**src/shared_input_defines.vh**
```
// Offsets, field positions and reset values for the shared input block.
`ifndef SHARED_INPUT_DEFINES_VH
`define SHARED_INPUT_DEFINES_VH

`define OFS_CTRL        8'h00
`define OFS_STATUS      8'h04
`define OFS_MASK        8'h08
`define OFS_EVENT_COUNT 8'h0C
`define OFS_AIS_BYTE    8'h10
`define OFS_RAIL        8'h14

`define CTRL_BUS_EN     0
`define CTRL_DS3E3      1
`define CTRL_DUAL_RAIL  2
`define CTRL_FALL_EDGE  3
`define CTRL_COUNT_EXZ  4
`define CTRL_WIDTH      5
`define CTRL_RESET      5'h00

`define ST_PATH_AIS     0
`define ST_LCV          1
`define ST_EXZ          2
`define ST_WIDTH        3
`define ST_RESET        3'h0

`define EXZ_RUN_DEFAULT 3
`define COUNT_WIDTH     16

`endif

```
**src/edge_sync.v**
```verilog
// Two-stage synchroniser with edge detection on the synchronised copy.
`timescale 1ns/1ps
`default_nettype none
module edge_sync #(
  parameter W = 1
) (
  input  wire         clk,
  input  wire         rst_n,
  input  wire [W-1:0] d,
  output reg  [W-1:0] q,
  output wire [W-1:0] rise,
  output wire [W-1:0] fall
);
  reg [W-1:0] meta;
  reg [W-1:0] prev;

  // Only the second stage looks at the first stage; the history stage follows the second.
  always @(posedge clk or negedge rst_n) begin
    if (!rst_n) begin
      meta <= {W{1'b0}};
      q    <= {W{1'b0}};
      prev <= {W{1'b0}};
    end else begin
      meta <= d;
      q    <= meta;
      prev <= q;
    end
  end

  assign rise = q & ~prev;
  assign fall = ~q & prev;
endmodule
`default_nettype wire

```
**src/shared_alarm_lcv_negrail_input.v**
```verilog
// Shared alarm, line code violation and negative rail input of one channel.
//
// Contract
// - Bus enable selects the shared input role.
// - Sampled alarm high declares path AIS defect.
// - Bus disabled: channel mode selects the role.
// - STS-1 mode with bus off ignores input.
// - Single-rail: violation sampled on chosen clock edge.
// - Sampled violations or excess zeros bump counter.
// - Recovered clock times the receive framer path.
// - Add bus bytes taken on falling clock edge.
`timescale 1ns/1ps
`default_nettype none
`include "shared_input_defines.vh"
module shared_alarm_lcv_negrail_input #(
  parameter EXZ_RUN = `EXZ_RUN_DEFAULT
) (
  input  wire        pclk,
  input  wire        presetn,
  input  wire        psel,
  input  wire        penable,
  input  wire        pwrite,
  input  wire [7:0]  paddr,
  input  wire [31:0] pwdata,
  output reg  [31:0] prdata,
  output wire        pready,
  output reg         pslverr,
  input  wire        add_bus_clock,
  input  wire [7:0]  add_bus_data_byte,
  input  wire        shared_alarm_pin,
  input  wire        rx_line_recovered_clock,
  input  wire        rx_line_positive_rail,
  output reg         path_ais_defect,
  output reg  [7:0]  add_bus_byte_out,
  output reg         add_bus_byte_valid,
  output reg         rx_line_sample_valid,
  output reg         rx_line_positive_out,
  output reg         rx_line_negative_out,
  output reg         rx_line_code_violation,
  output wire        irq
);
  localparam SW = 12;

  wire [SW-1:0] sync_q;
  wire [SW-1:0] sync_rise;
  wire [SW-1:0] sync_fall;

  edge_sync #(
    .W (SW)
  ) u_sync (
    .clk   (pclk),
    .rst_n (presetn),
    .d     ({rx_line_positive_rail, shared_alarm_pin,
             rx_line_recovered_clock, add_bus_clock, add_bus_data_byte}),
    .q     (sync_q),
    .rise  (sync_rise),
    .fall  (sync_fall)
  );

  wire [7:0] data_s  = sync_q[7:0];
  wire       add_clk_fall = sync_fall[8];
  wire       rx_clk_rise  = sync_rise[9];
  wire       rx_clk_fall  = sync_fall[9];
  wire       shared_s     = sync_q[10];
  wire       pos_s        = sync_q[11];

  reg [`CTRL_WIDTH-1:0]  ctrl;
  reg [`ST_WIDTH-1:0]    status;
  reg [`ST_WIDTH-1:0]    mask;
  reg [`COUNT_WIDTH-1:0] event_count;
  reg [7:0]              ais_byte;
  reg [7:0]              zero_run;

  wire bus_en    = ctrl[`CTRL_BUS_EN];
  wire ds3e3     = ctrl[`CTRL_DS3E3];
  wire dual_rail = ctrl[`CTRL_DUAL_RAIL];
  wire fall_edge = ctrl[`CTRL_FALL_EDGE];
  wire count_exz = ctrl[`CTRL_COUNT_EXZ];

  // Role decode of the shared pin.
  wire role_alarm = bus_en;
  wire role_lcv   = !bus_en && ds3e3 && !dual_rail;
  wire role_neg   = !bus_en && ds3e3 && dual_rail;

  // Recovered clock edge chosen by configuration drives the receive path.
  wire rx_edge = !bus_en && (fall_edge ? rx_clk_fall : rx_clk_rise);

  // A byte is accepted on each falling edge of the add bus clock while the bus is enabled.
  wire add_take = bus_en && add_clk_fall;

  // The source is trusted to strobe only on AIS bytes, so any high sample
  // on an accepted byte declares the defect.
  wire ais_event = add_take && shared_s;

  // In STS-1 mode with the bus off the pin has no role and its level never reaches logic.
  wire lcv_sample = rx_edge && role_lcv && shared_s;

  wire [7:0] next_zero_run = (rx_edge && !pos_s) ?
                             ((zero_run == 8'hFF) ? zero_run :
                              zero_run + 8'h01) :
                             (rx_edge ? 8'h00 : zero_run);
  wire exz_event = rx_edge && role_lcv && !pos_s &&
                   (next_zero_run == EXZ_RUN[7:0]);

  // Receive framer outputs.
  always @(posedge pclk or negedge presetn) begin
    if (!presetn) begin
      rx_line_sample_valid   <= 1'b0;
      rx_line_positive_out   <= 1'b0;
      rx_line_negative_out   <= 1'b0;
      rx_line_code_violation <= 1'b0;
      zero_run               <= 8'h00;
    end else begin
      rx_line_sample_valid   <= rx_edge;
      zero_run               <= next_zero_run;
      rx_line_code_violation <= lcv_sample;
      if (rx_edge) begin
        // Positive rail holds all data unless dual-rail is chosen.
        rx_line_positive_out <= pos_s;
        // The negative rail is taken only in dual-rail operation.
        rx_line_negative_out <= role_neg & shared_s;
      end
    end
  end

  // Add bus outputs and AIS byte capture.
  always @(posedge pclk or negedge presetn) begin
    if (!presetn) begin
      add_bus_byte_out   <= 8'h00;
      add_bus_byte_valid <= 1'b0;
      path_ais_defect    <= 1'b0;
      ais_byte           <= 8'h00;
    end else begin
      add_bus_byte_valid <= add_take;
      if (add_take) begin
        add_bus_byte_out <= data_s;
        // Low on a byte means no AIS indication for that byte.
        path_ais_defect  <= shared_s;
      end else if (!bus_en) begin
        path_ais_defect  <= 1'b0;
      end
      if (ais_event) begin
        ais_byte <= data_s;
      end
    end
  end

  // Event counter picks violations or excessive zeros, saturating.
  wire count_hit = count_exz ? exz_event : lcv_sample;

  // APB access decode.
  wire wr_access = psel && penable && pwrite;
  wire setup     = psel && !penable;
  wire [`ST_WIDTH-1:0] w1c = (wr_access && paddr == `OFS_STATUS) ?
                             pwdata[`ST_WIDTH-1:0] : {`ST_WIDTH{1'b0}};
  wire [`ST_WIDTH-1:0] set_bits = {exz_event, lcv_sample, ais_event};
  // A new event in the clearing cycle survives the clear.
  wire [`ST_WIDTH-1:0] next_status = (status & ~w1c) | set_bits;

  always @(posedge pclk or negedge presetn) begin
    if (!presetn) begin
      ctrl        <= `CTRL_RESET;
      mask        <= `ST_RESET;
      status      <= `ST_RESET;
      event_count <= {`COUNT_WIDTH{1'b0}};
    end else begin
      status <= next_status;
      if (wr_access && paddr == `OFS_CTRL) begin
        // New settings steer only samples taken after this write.
        ctrl <= pwdata[`CTRL_WIDTH-1:0];
      end
      if (wr_access && paddr == `OFS_MASK) begin
        mask <= pwdata[`ST_WIDTH-1:0];
      end
      if (wr_access && paddr == `OFS_EVENT_COUNT) begin
        event_count <= {`COUNT_WIDTH{1'b0}};
      end else if (count_hit && event_count != {`COUNT_WIDTH{1'b1}}) begin
        event_count <= event_count + {{(`COUNT_WIDTH-1){1'b0}}, 1'b1};
      end
    end
  end

  // Read data is staged in the setup cycle so that it comes from a flop
  // while still answering with no wait state.
  reg [31:0] next_rdata;
  reg        next_err;
  always @* begin
    next_rdata = 32'h0000_0000;
    next_err   = 1'b0;
    case (paddr)
      `OFS_CTRL:        next_rdata[`CTRL_WIDTH-1:0] = ctrl;
      `OFS_STATUS:      next_rdata[`ST_WIDTH-1:0]   = status;
      `OFS_MASK:        next_rdata[`ST_WIDTH-1:0]   = mask;
      `OFS_EVENT_COUNT: next_rdata[`COUNT_WIDTH-1:0] = event_count;
      `OFS_AIS_BYTE:    next_rdata[7:0] = ais_byte;
      `OFS_RAIL: begin
        next_rdata[0] = rx_line_positive_out;
        next_rdata[1] = rx_line_negative_out;
        next_rdata[2] = path_ais_defect;
        next_rdata[3] = role_alarm;
        next_rdata[4] = role_lcv;
        next_rdata[5] = role_neg;
      end
      default: next_err = 1'b1;
    endcase
  end

  always @(posedge pclk or negedge presetn) begin
    if (!presetn) begin
      prdata  <= 32'h0000_0000;
      pslverr <= 1'b0;
    end else if (setup) begin
      prdata  <= pwrite ? 32'h0000_0000 : next_rdata;
      pslverr <= next_err;
    end
  end

  assign pready = 1'b1;
  assign irq    = |(status & mask);
endmodule
`default_nettype wire

```
**config.mk**
```make
export PLATFORM = sky130hd
export DESIGN_NAME = shared_alarm_lcv_negrail_input
export DESIGN_NICKNAME = d
export VERILOG_FILES = /design/src/edge_sync.v /design/src/shared_alarm_lcv_negrail_input.v
export VERILOG_INCLUDE_DIRS = /design/src
export SDC_FILE = /design/constraint.sdc
export NUM_CORES = 1
export LEC_CHECK = 0
export BUFFER_PORTS_ARGS = -buffer_cell sky130_fd_sc_hd__buf_2
export CAP_MARGIN = 40
export CORE_MARGIN = 2
export CORE_UTILIZATION = 34
export DETAILED_ROUTE_END_ITERATION = 10
export SLEW_MARGIN = 10
export SYNTH_ARGS = -nofsm -noshare
export SYNTH_HDL_FRONTEND = slang
export SYNTH_SLANG_ARGS = --single-unit
```
**constraint.sdc**
```tcl
create_clock -name pclk -period 4.75 [get_ports pclk]
set_clock_uncertainty 0.05 [all_clocks]
set_input_delay 1.1875 -clock pclk [delete_from_list [all_inputs] [get_ports pclk]]
set_output_delay 1.1875 -clock pclk [all_outputs]
set_load 0.03 [all_outputs]
```
# Word-level counts from Yosys, hierarchy flattened
# Cells that the tools add are included.
[word_totals]
mem_bits_rw = 0
wordCells = 82
rom_bits = 0
input_bits = 57
reg_bits = 124
latchBits = 0
memories = 0
out_inout_bits = 49
[op_classes]
shifts = 0
n_reduce_logical = 27
n_div = 0
n_mul = 0
bitwise_logic = 9
n_mux = 17
n_lt_le_gt_ge = 0
addsub = 2
eq_ne = 9
[ops]
columns = ["operator", "count"]
rows = [
  ["16-bit 2-to-1 mux", 3],
  ["8-bit 2-to-1 mux", 4],
  ["10-bit bitwise AND", 2],
  ["10-bit NOT", 2],
  ["1-bit logical AND", 19],
  ["3-bit one-hot mux with 6 select lines", 1],
  ["16-bit by 1-bit adder with 16-bit output (second input constant)", 1],
  ["8-bit by 4-bit equality test with 1-bit output (second input constant)", 2],
  ["8-bit by 5-bit equality test with 1-bit output (second input constant)", 2],
  ["16-bit inequality test (second input constant)", 1],
  ["8-bit by 1-bit adder with 8-bit output (second input constant)", 1],
  ["8-bit by 2-bit equality test with 1-bit output (second input constant)", 1],
  ["8-bit by 3-bit equality test with 1-bit output (second input constant)", 1],
  ["8-bit equality test (second input constant)", 1],
  ["8-bit logical NOT", 1],
  ["2-bit one-hot mux with 4 select lines", 1],
  ["3-bit bitwise AND", 2],
  ["6-bit OR reduction", 1],
  ["1-bit 2-to-1 mux", 5],
  ["1-bit logical NOT", 4],
  ["2-bit one-hot mux with 2 select lines", 1],
  ["3-bit 2-to-1 mux", 1],
  ["3-bit NOT", 1],
  ["3-bit OR", 1],
  ["other kinds (5)", 5],
]

# Depth between registers and ports, before layout
[depth]
depth_word = 12
ltp_mapped = 12
ltp_nobuf = 9

# Hierarchy
# A second synthesis with hierarchy kept.
[unflattened]
hier_cells = 429
area_unflattened_um2 = 4928.5
[by_module_without_submodules]
columns = ["module", "cells_per_inst", "seq_area_each_um2", "area_each_um2", "n_inst"]
rows = [
  ["shared_alarm_lcv_negrail_input", 369, 1851.8, 3817.4, 1],
  ["edge_sync", 60, 900.9, 1111.1, 1],
]

# Worst setup path after synthesis
# No wires, ideal clock.
[synth_timing]
kind = "reg-to-reg"
startpoint = "register ctrl[0]"
endpoint = "register event_count[11]"
setup_time_ps = 127
path_buffers = 3
required_time_ps = 4573
period_less_slack_ps = 3443
arrival_ps = 3265
path_stages_with_launch = 13
slack_ps = 1307
path_cell_list = "dfrtp_1 -> buf_6 -> or4b_4 -> and2_4 -> buf_6 -> clkinv_2 -> o2111ai_1 -> or3b_1 -> or4_1 -> buf_2 -> a2111oi_4 -> nand3_1 -> mux2_1"
[synth_via]
elab_chain_len = 9
word_cells_on_any_way = 15
cone_classes = "1 x eq/ne; 3 x mux; 11 x reduce/logical"
[synth_lines]
columns = ["item", "line_no", "source"]
rows = [
  ["start: declaration", "shared_alarm_lcv_negrail_input.v:67", "reg [`CTRL_WIDTH-1:0] ctrl;"],
  ["start signal: assignment", "shared_alarm_lcv_negrail_input.v:162", "ctrl <= `CTRL_RESET;"],
  ["start signal: assignment", "shared_alarm_lcv_negrail_input.v:170", "ctrl <= pwdata[`CTRL_WIDTH-1:0];"],
  ["1-bit logical NOT (*)", "n/a", ""],
  ["1-bit logical AND (*)", "shared_alarm_lcv_negrail_input.v:86", "wire rx_edge = !bus_en && (fall_edge ? rx_clk_fall : rx_clk_rise);"],
  ["net rx_edge", "shared_alarm_lcv_negrail_input.v:86", ""],
  ["8-bit 2-to-1 mux or 1-bit logical AND (tied branches)", "shared_alarm_lcv_negrail_input.v:101, shared_alarm_lcv_negrail_input.v:98", ""],
  ["8-bit 2-to-1 mux", "shared_alarm_lcv_negrail_input.v:98", "wire [7:0] next_zero_run = (rx_edge && !pos_s) ?"],
  ["8-bit by 2-bit equality test with 1-bit output", "shared_alarm_lcv_negrail_input.v:103", "(next_zero_run == EXZ_RUN[7:0]);"],
  ["1-bit logical AND", "shared_alarm_lcv_negrail_input.v:102", "wire exz_event = rx_edge && role_lcv && !pos_s &&"],
  ["1-bit 2-to-1 mux (*)", "shared_alarm_lcv_negrail_input.v:149", "wire count_hit = count_exz ? exz_event : lcv_sample;"],
  ["1-bit logical AND (*)", "shared_alarm_lcv_negrail_input.v:177", "end else if (count_hit && event_count != {`COUNT_WIDTH{1'b1}}) begin"],
  ["2-bit nonzero test (no line) (*)", "n/a", ""],
  ["end signal: assignment", "shared_alarm_lcv_negrail_input.v:165", "event_count <= {`COUNT_WIDTH{1'b0}};"],
  ["end signal: assignment", "shared_alarm_lcv_negrail_input.v:176", "event_count <= {`COUNT_WIDTH{1'b0}};"],
  ["end signal: assignment", "shared_alarm_lcv_negrail_input.v:178", "event_count <= event_count + {{(`COUNT_WIDTH-1){1'b0}}, 1'b1};"],
  ["end: declaration", "shared_alarm_lcv_negrail_input.v:70", "reg [`COUNT_WIDTH-1:0] event_count;"],
]
# The timed path passes the listed nets; every way through them passes the cells marked *.
# A chain may end at the register's enable or synchronous reset.

# Final worst setup path
[layout_timing]
startpoint = "register zero_run[0]"
endpoint = "register event_count[13]"
[layout_via]
elab_chain_len = 8
word_cells_on_any_way = 10
cone_classes = "1 x add/sub; 2 x eq/ne; 4 x mux; 3 x reduce/logical"
[layout_lines]
columns = ["item", "line_no", "source"]
rows = [
  ["start: declaration", "shared_alarm_lcv_negrail_input.v:72", "reg [7:0] zero_run;"],
  ["start signal: assignment", "shared_alarm_lcv_negrail_input.v:115", "zero_run <= next_zero_run;"],
  ["8-bit by 1-bit adder with 8-bit output or 8-bit equality test (tied branches)", "shared_alarm_lcv_negrail_input.v:100, shared_alarm_lcv_negrail_input.v:99", ""],
  ["8-bit 2-to-1 mux", "shared_alarm_lcv_negrail_input.v:99", "((zero_run == 8'hFF) ? zero_run :"],
  ["8-bit 2-to-1 mux (*)", "shared_alarm_lcv_negrail_input.v:98", ""],
  ["8-bit by 2-bit equality test with 1-bit output (*)", "shared_alarm_lcv_negrail_input.v:103", ""],
  ["1-bit logical AND (*)", "shared_alarm_lcv_negrail_input.v:102", ""],
  ["1-bit 2-to-1 mux (*)", "shared_alarm_lcv_negrail_input.v:149", ""],
  ["1-bit logical AND (*)", "shared_alarm_lcv_negrail_input.v:177", ""],
  ["2-bit nonzero test (no line) (*)", "n/a", ""],
]
# Every way passes the cells marked *; elsewhere a longest branch is shown, timed or not.

==> insert_results.sql <==
INSERT INTO impl_metrics (metric_group, metric, value, unit) VALUES
('critical_path', 'cp-end-kind', 'flop', ''),
('yosys', 'post-synth-top-area-cell', 'dfrtp_1', ''),
('critical_path', 'worstSetupStartpointType', 'flop', ''),
('critical_path', 'worstSetupPathType', 'flop to flop', ''),
('yosys', 'synth-async-reset-ratio', '100', '%'),
('sta', 'tightestPinTransition', '914', 'ps'),
('die', 'top_level_ports', '106', ''),
('die', 'die-area', '0.0140', 'mm²'),
('cells_and_area', 'final.fill_count', '1259', ''),
('yosys', 'synth_edf_count', '0', ''),
('sta', 'tns', '0', 'ps'),
('min_path', 'timing.hold.worst.class', 'flop to flop', ''),
('sta', 'setup_viol', '0', ''),
('critical_path', 'critPathRequiredTime', '4930', 'ps'),
('drt', 'finalWirelength', '9160', 'µm'),
('placement', 'instance_area_after_placement', '0.00486', 'mm²'),
('sta', 'number_of_failing_hold_endpoints_at_the_final_stage', '0', ''),
('drt', 'wl_per_cell', '14.5', 'µm'),
('grt', 'grt_pass1_vias', '3003', ''),
('sta', 'fin_crit_sh', '79.0', '%'),
('run_status', 'outcome', 'complete, no violations', ''),
('clock_tree', 'clk_transition_reported_paths', '70', 'ps'),
('grt', 'globalRoute.totalOverflow', '0', ''),
('yosys', 'synth_ff_type', 'dfrtp_1', ''),
('clock_tree', 'cts_resized', '0', ''),
('cells_and_area', 'multi_input_area', '0.00175', 'mm²'),
('cells_and_area', 'fin_nets', '514', ''),
('job', 'max_cap_viol', '0', ''),
('cells_and_area', 'antenna_cells', '0', ''),
('clock_tree', 'post_cts_buffers', '0', ''),
('critical_path', 'cp_data_arrival_time', '3930', 'ps'),
('placement', 'final_replace_weighted_congestion', '0.838', ''),
('placement', 'place.detailed.hpwl', '6800', 'µm'),
('yosys', 'synth_top_cells_by_area', 'dfrtp_1 (56%), mux2_2 (5.8%), mux2i_1 (3.4%), buf_4 (2.9%), nand2_1 (2.6%)', ''),
('yosys', 'synthesis.area_per_instance', '11.1', 'µm²'),
('die', 'floorplan.die.height', '118', 'µm'),
('yosys', 'synth_most_common_cell', 'dfrtp_1', ''),
('yosys', 'synthesis.yosys.warnings', '0', ''),
('sta', 'layout_min_cycle_time', '3750', 'ps'),
('sta', 'final-max-slew-violation-count', '0', ''),
('clock_tree', 'max-clock-path-buffers', '2', ''),
('cells_and_area', 'area_growth_syn_to_layout', '15.6', '%'),
('yosys', 'post_synth_inst_count', '400', ''),
('cells_and_area', 'final-seq-area', '0.00250', 'mm²'),
('clock_tree', 'num_cts_buffers', '9', ''),
('clock_tree', 'htree_levels', '3', ''),
('yosys', 'flip_flop_and_latch_count_after_synthesis', '100', ''),
('grt', 'number_of_antenna_violations_at_the_first_check_in_global_routing', '0', ''),
('drt', 'routed_via_density', '5.04', ''),
('sta', 'timing.fmax', '267', 'MHz'),
('clock_tree', 'cts_hold_buffers', '0', ''),
('yosys', 'synth.lib_cells_used.distinct', '55', ''),
('clock_tree', 'clock_latency', '350', 'ps'),
('power_and_ir_drop', 'fin_total_pwr', '1.73', 'mW'),
('sta', 'maxSlewHeadroom', '38.6', '%'),
('drt', 'detail_route.first_pass.iterations', '4', ''),
('clock_tree', 'cts_root_buffer', 'clkbuf_16', ''),
('yosys', 'share_of_synthesized_area_occupied_by_flip_flops_and_latches', '56.2', '%'),
('die', 'row_count', '41', ''),
('placement', 'io_buffer_count', '61', ''),
('clock_tree', 'cts_tree', 'built', ''),
('yosys', 'syn-cell-area', '0.00446', 'mm²'),
('power_and_ir_drop', 'power.density_cell_area', '337', 'mW/mm²'),
('die', 'core_area', '0.0127', 'mm²'),
('grt', 'grt.total_usage', '13.6', '%'),
('power_and_ir_drop', 'max_ir_drop_vdd', '213', 'µV'),
('yosys', 'post_synth_most_frequent_cells', 'dfrtp_1 (100), nand2_1 (31), nor2_1 (28)', ''),
('cells_and_area', 'design_area', '0.00515', 'mm²'),
('cells_and_area', 'drive_gt1_share', '24.3', '%'),
('yosys', 'synth.top_cell.area_share', '56.2', '%'),
('power_and_ir_drop', 'static_leak', '2.49', 'nW'),
('drt', 'antenna_left', '0', ''),
('grt', 'grt_first_pass_wirelength', '15100', 'µm'),
('die', 'die_w', '118', 'µm'),
('drt', 'drcViolationCount', '0', ''),
('drt', 'vias', '3186', ''),
('drt', 'first_iter_violations', '182', ''),
('grt', 'largest_net_degree_at_the_start_of_global_routing', '61', ''),
('sta', 'unrepaired_setup_endpoints_after_global_routing', 'false', ''),
('critical_path', 'crit_path_max_fanout', '9', ''),
('clock_tree', 'numClockSinks', '100', ''),
('die', 'initial_core_util', '35.0', '%');
per-stage QoR:
| stage | hold WS (ps) | util (%) | setup slack, ps | instances |
|---|---|---|---|---|
| final | 299 | 40.5 | 998 | 632 |
| after global routing | 302 | 40.5 | 801 | 632 |
| after CTS | 300 | 40.5 | 1030 | 632 |
| after detailed placement | 285 | 38.2 | 1060 | 616 |
| after global placement | 283 | 38.0 | 1080 | 614 |
| after floorplan | 281 | - | 1310 | 415 |
flip-flops by register name, summed over array words and instances, names as in the netlist:
name	flops
add_bus_byte_out	8
add_bus_byte_valid	1
ais_byte	8
ctrl	5
event_count	16
mask	3
path_ais_defect	1
prdata	16
pslverr	1
rx_line_code_violation	1
rx_line_negative_out	1
rx_line_positive_out	1
rx_line_sample_valid	1
status	3
u_sync.meta	12
u_sync.prev	2
u_sync.q	12
zero_run	8
cells in the final DEF (no fill, tap or decap), types with 5 or more instances in the layout:
| cell | instances |
|---|---|
| o21ai_0 | 18 |
| nand4_1 | 7 |
| clkbuf_16 | 9 |
| a21oi_1 | 15 |
| xnor2_1 | 5 |
| nor2_1 | 28 |
| a211oi_1 | 5 |
| mux2i_1 | 15 |
| nor3_1 | 11 |
| mux2_2 | 23 |
| dfrtp_1 | 100 |
| inv_1 | 11 |
| nand3_1 | 13 |
| nand2_1 | 31 |
| and3_1 | 5 |
| buf_2 | 61 |
| a22o_1 | 10 |
| o22ai_1 | 5 |
| conb_1 | 17 |
logic make-up (layout without fill, tap and decap cells):
kind of cell	after synthesis	after routing	synth area share [%]
AND/OR/NAND/NOR	123	123	14.1
flip-flops	100	100	56.2
AO/OA/AOI/OAI	80	80	12.4
buffers and inverters	48	93	5.93
multiplexers	40	40	9.69
XOR/XNOR	5	5	0.983
adder cells (fa/ha/maj)	2	2	0.562
other	2	17	0.169
cell type report:
class	count	area share (%)
clock buffer	9	4.37
clock inverter	7	1.14
inverter	12	0.899
multi-input combinational	267	33.9
sequential	100	48.6
tap	172	4.18
timing repair buffer	65	6.90
worst paths after layout:
path,startpoint,endpoint,slack (ps),depth (start not counted)
worst max-delay path,zero_run[0]$_DFF_PN0_,event_count[13]$_DFFE_PN0P_,1000,9
max in group asynchronous,presetn,u_sync.meta[8]$_DFF_PN0_,3350,2
worst min-delay path,u_sync.meta[0]$_DFF_PN0_,u_sync.q[0]$_DFF_PN0_,300,0
min in group asynchronous,presetn,event_count[5]$_DFFE_PN0P_,710,1
worst min register to register,u_sync.meta[0]$_DFF_PN0_,u_sync.q[0]$_DFF_PN0_,300,0
worst max register to register,zero_run[0]$_DFF_PN0_,event_count[13]$_DFFE_PN0P_,1000,9
metal layers:
layer / up-vias / GRT usage [%] / wire length, µm
met5: - / 0 / 0
li1: 1512 / - / -
met3: 5 / 4.01 / 443
met2: 94 / 20.8 / 4220
met1: 1575 / 18.6 / 4410
met4: 0 / 4.24 / 89
worst max-delay path, cell delays in order, from the launching register on:
cell       delay [ps]
dfrtp_1           500
ha_1              260
nand3_1           240
nor4b_1           390
o2111ai_1         160
or3b_1            420
or4_1             580
a2111oi_4         570
nand3_1           160
mux2_1            320
power by group:
group          switching, mW  internal (mW)
Combinational         0.0908         0.0430
Sequential            0.0255          0.881
Clock                  0.332          0.362
Power figures use the tool's default switching activity.
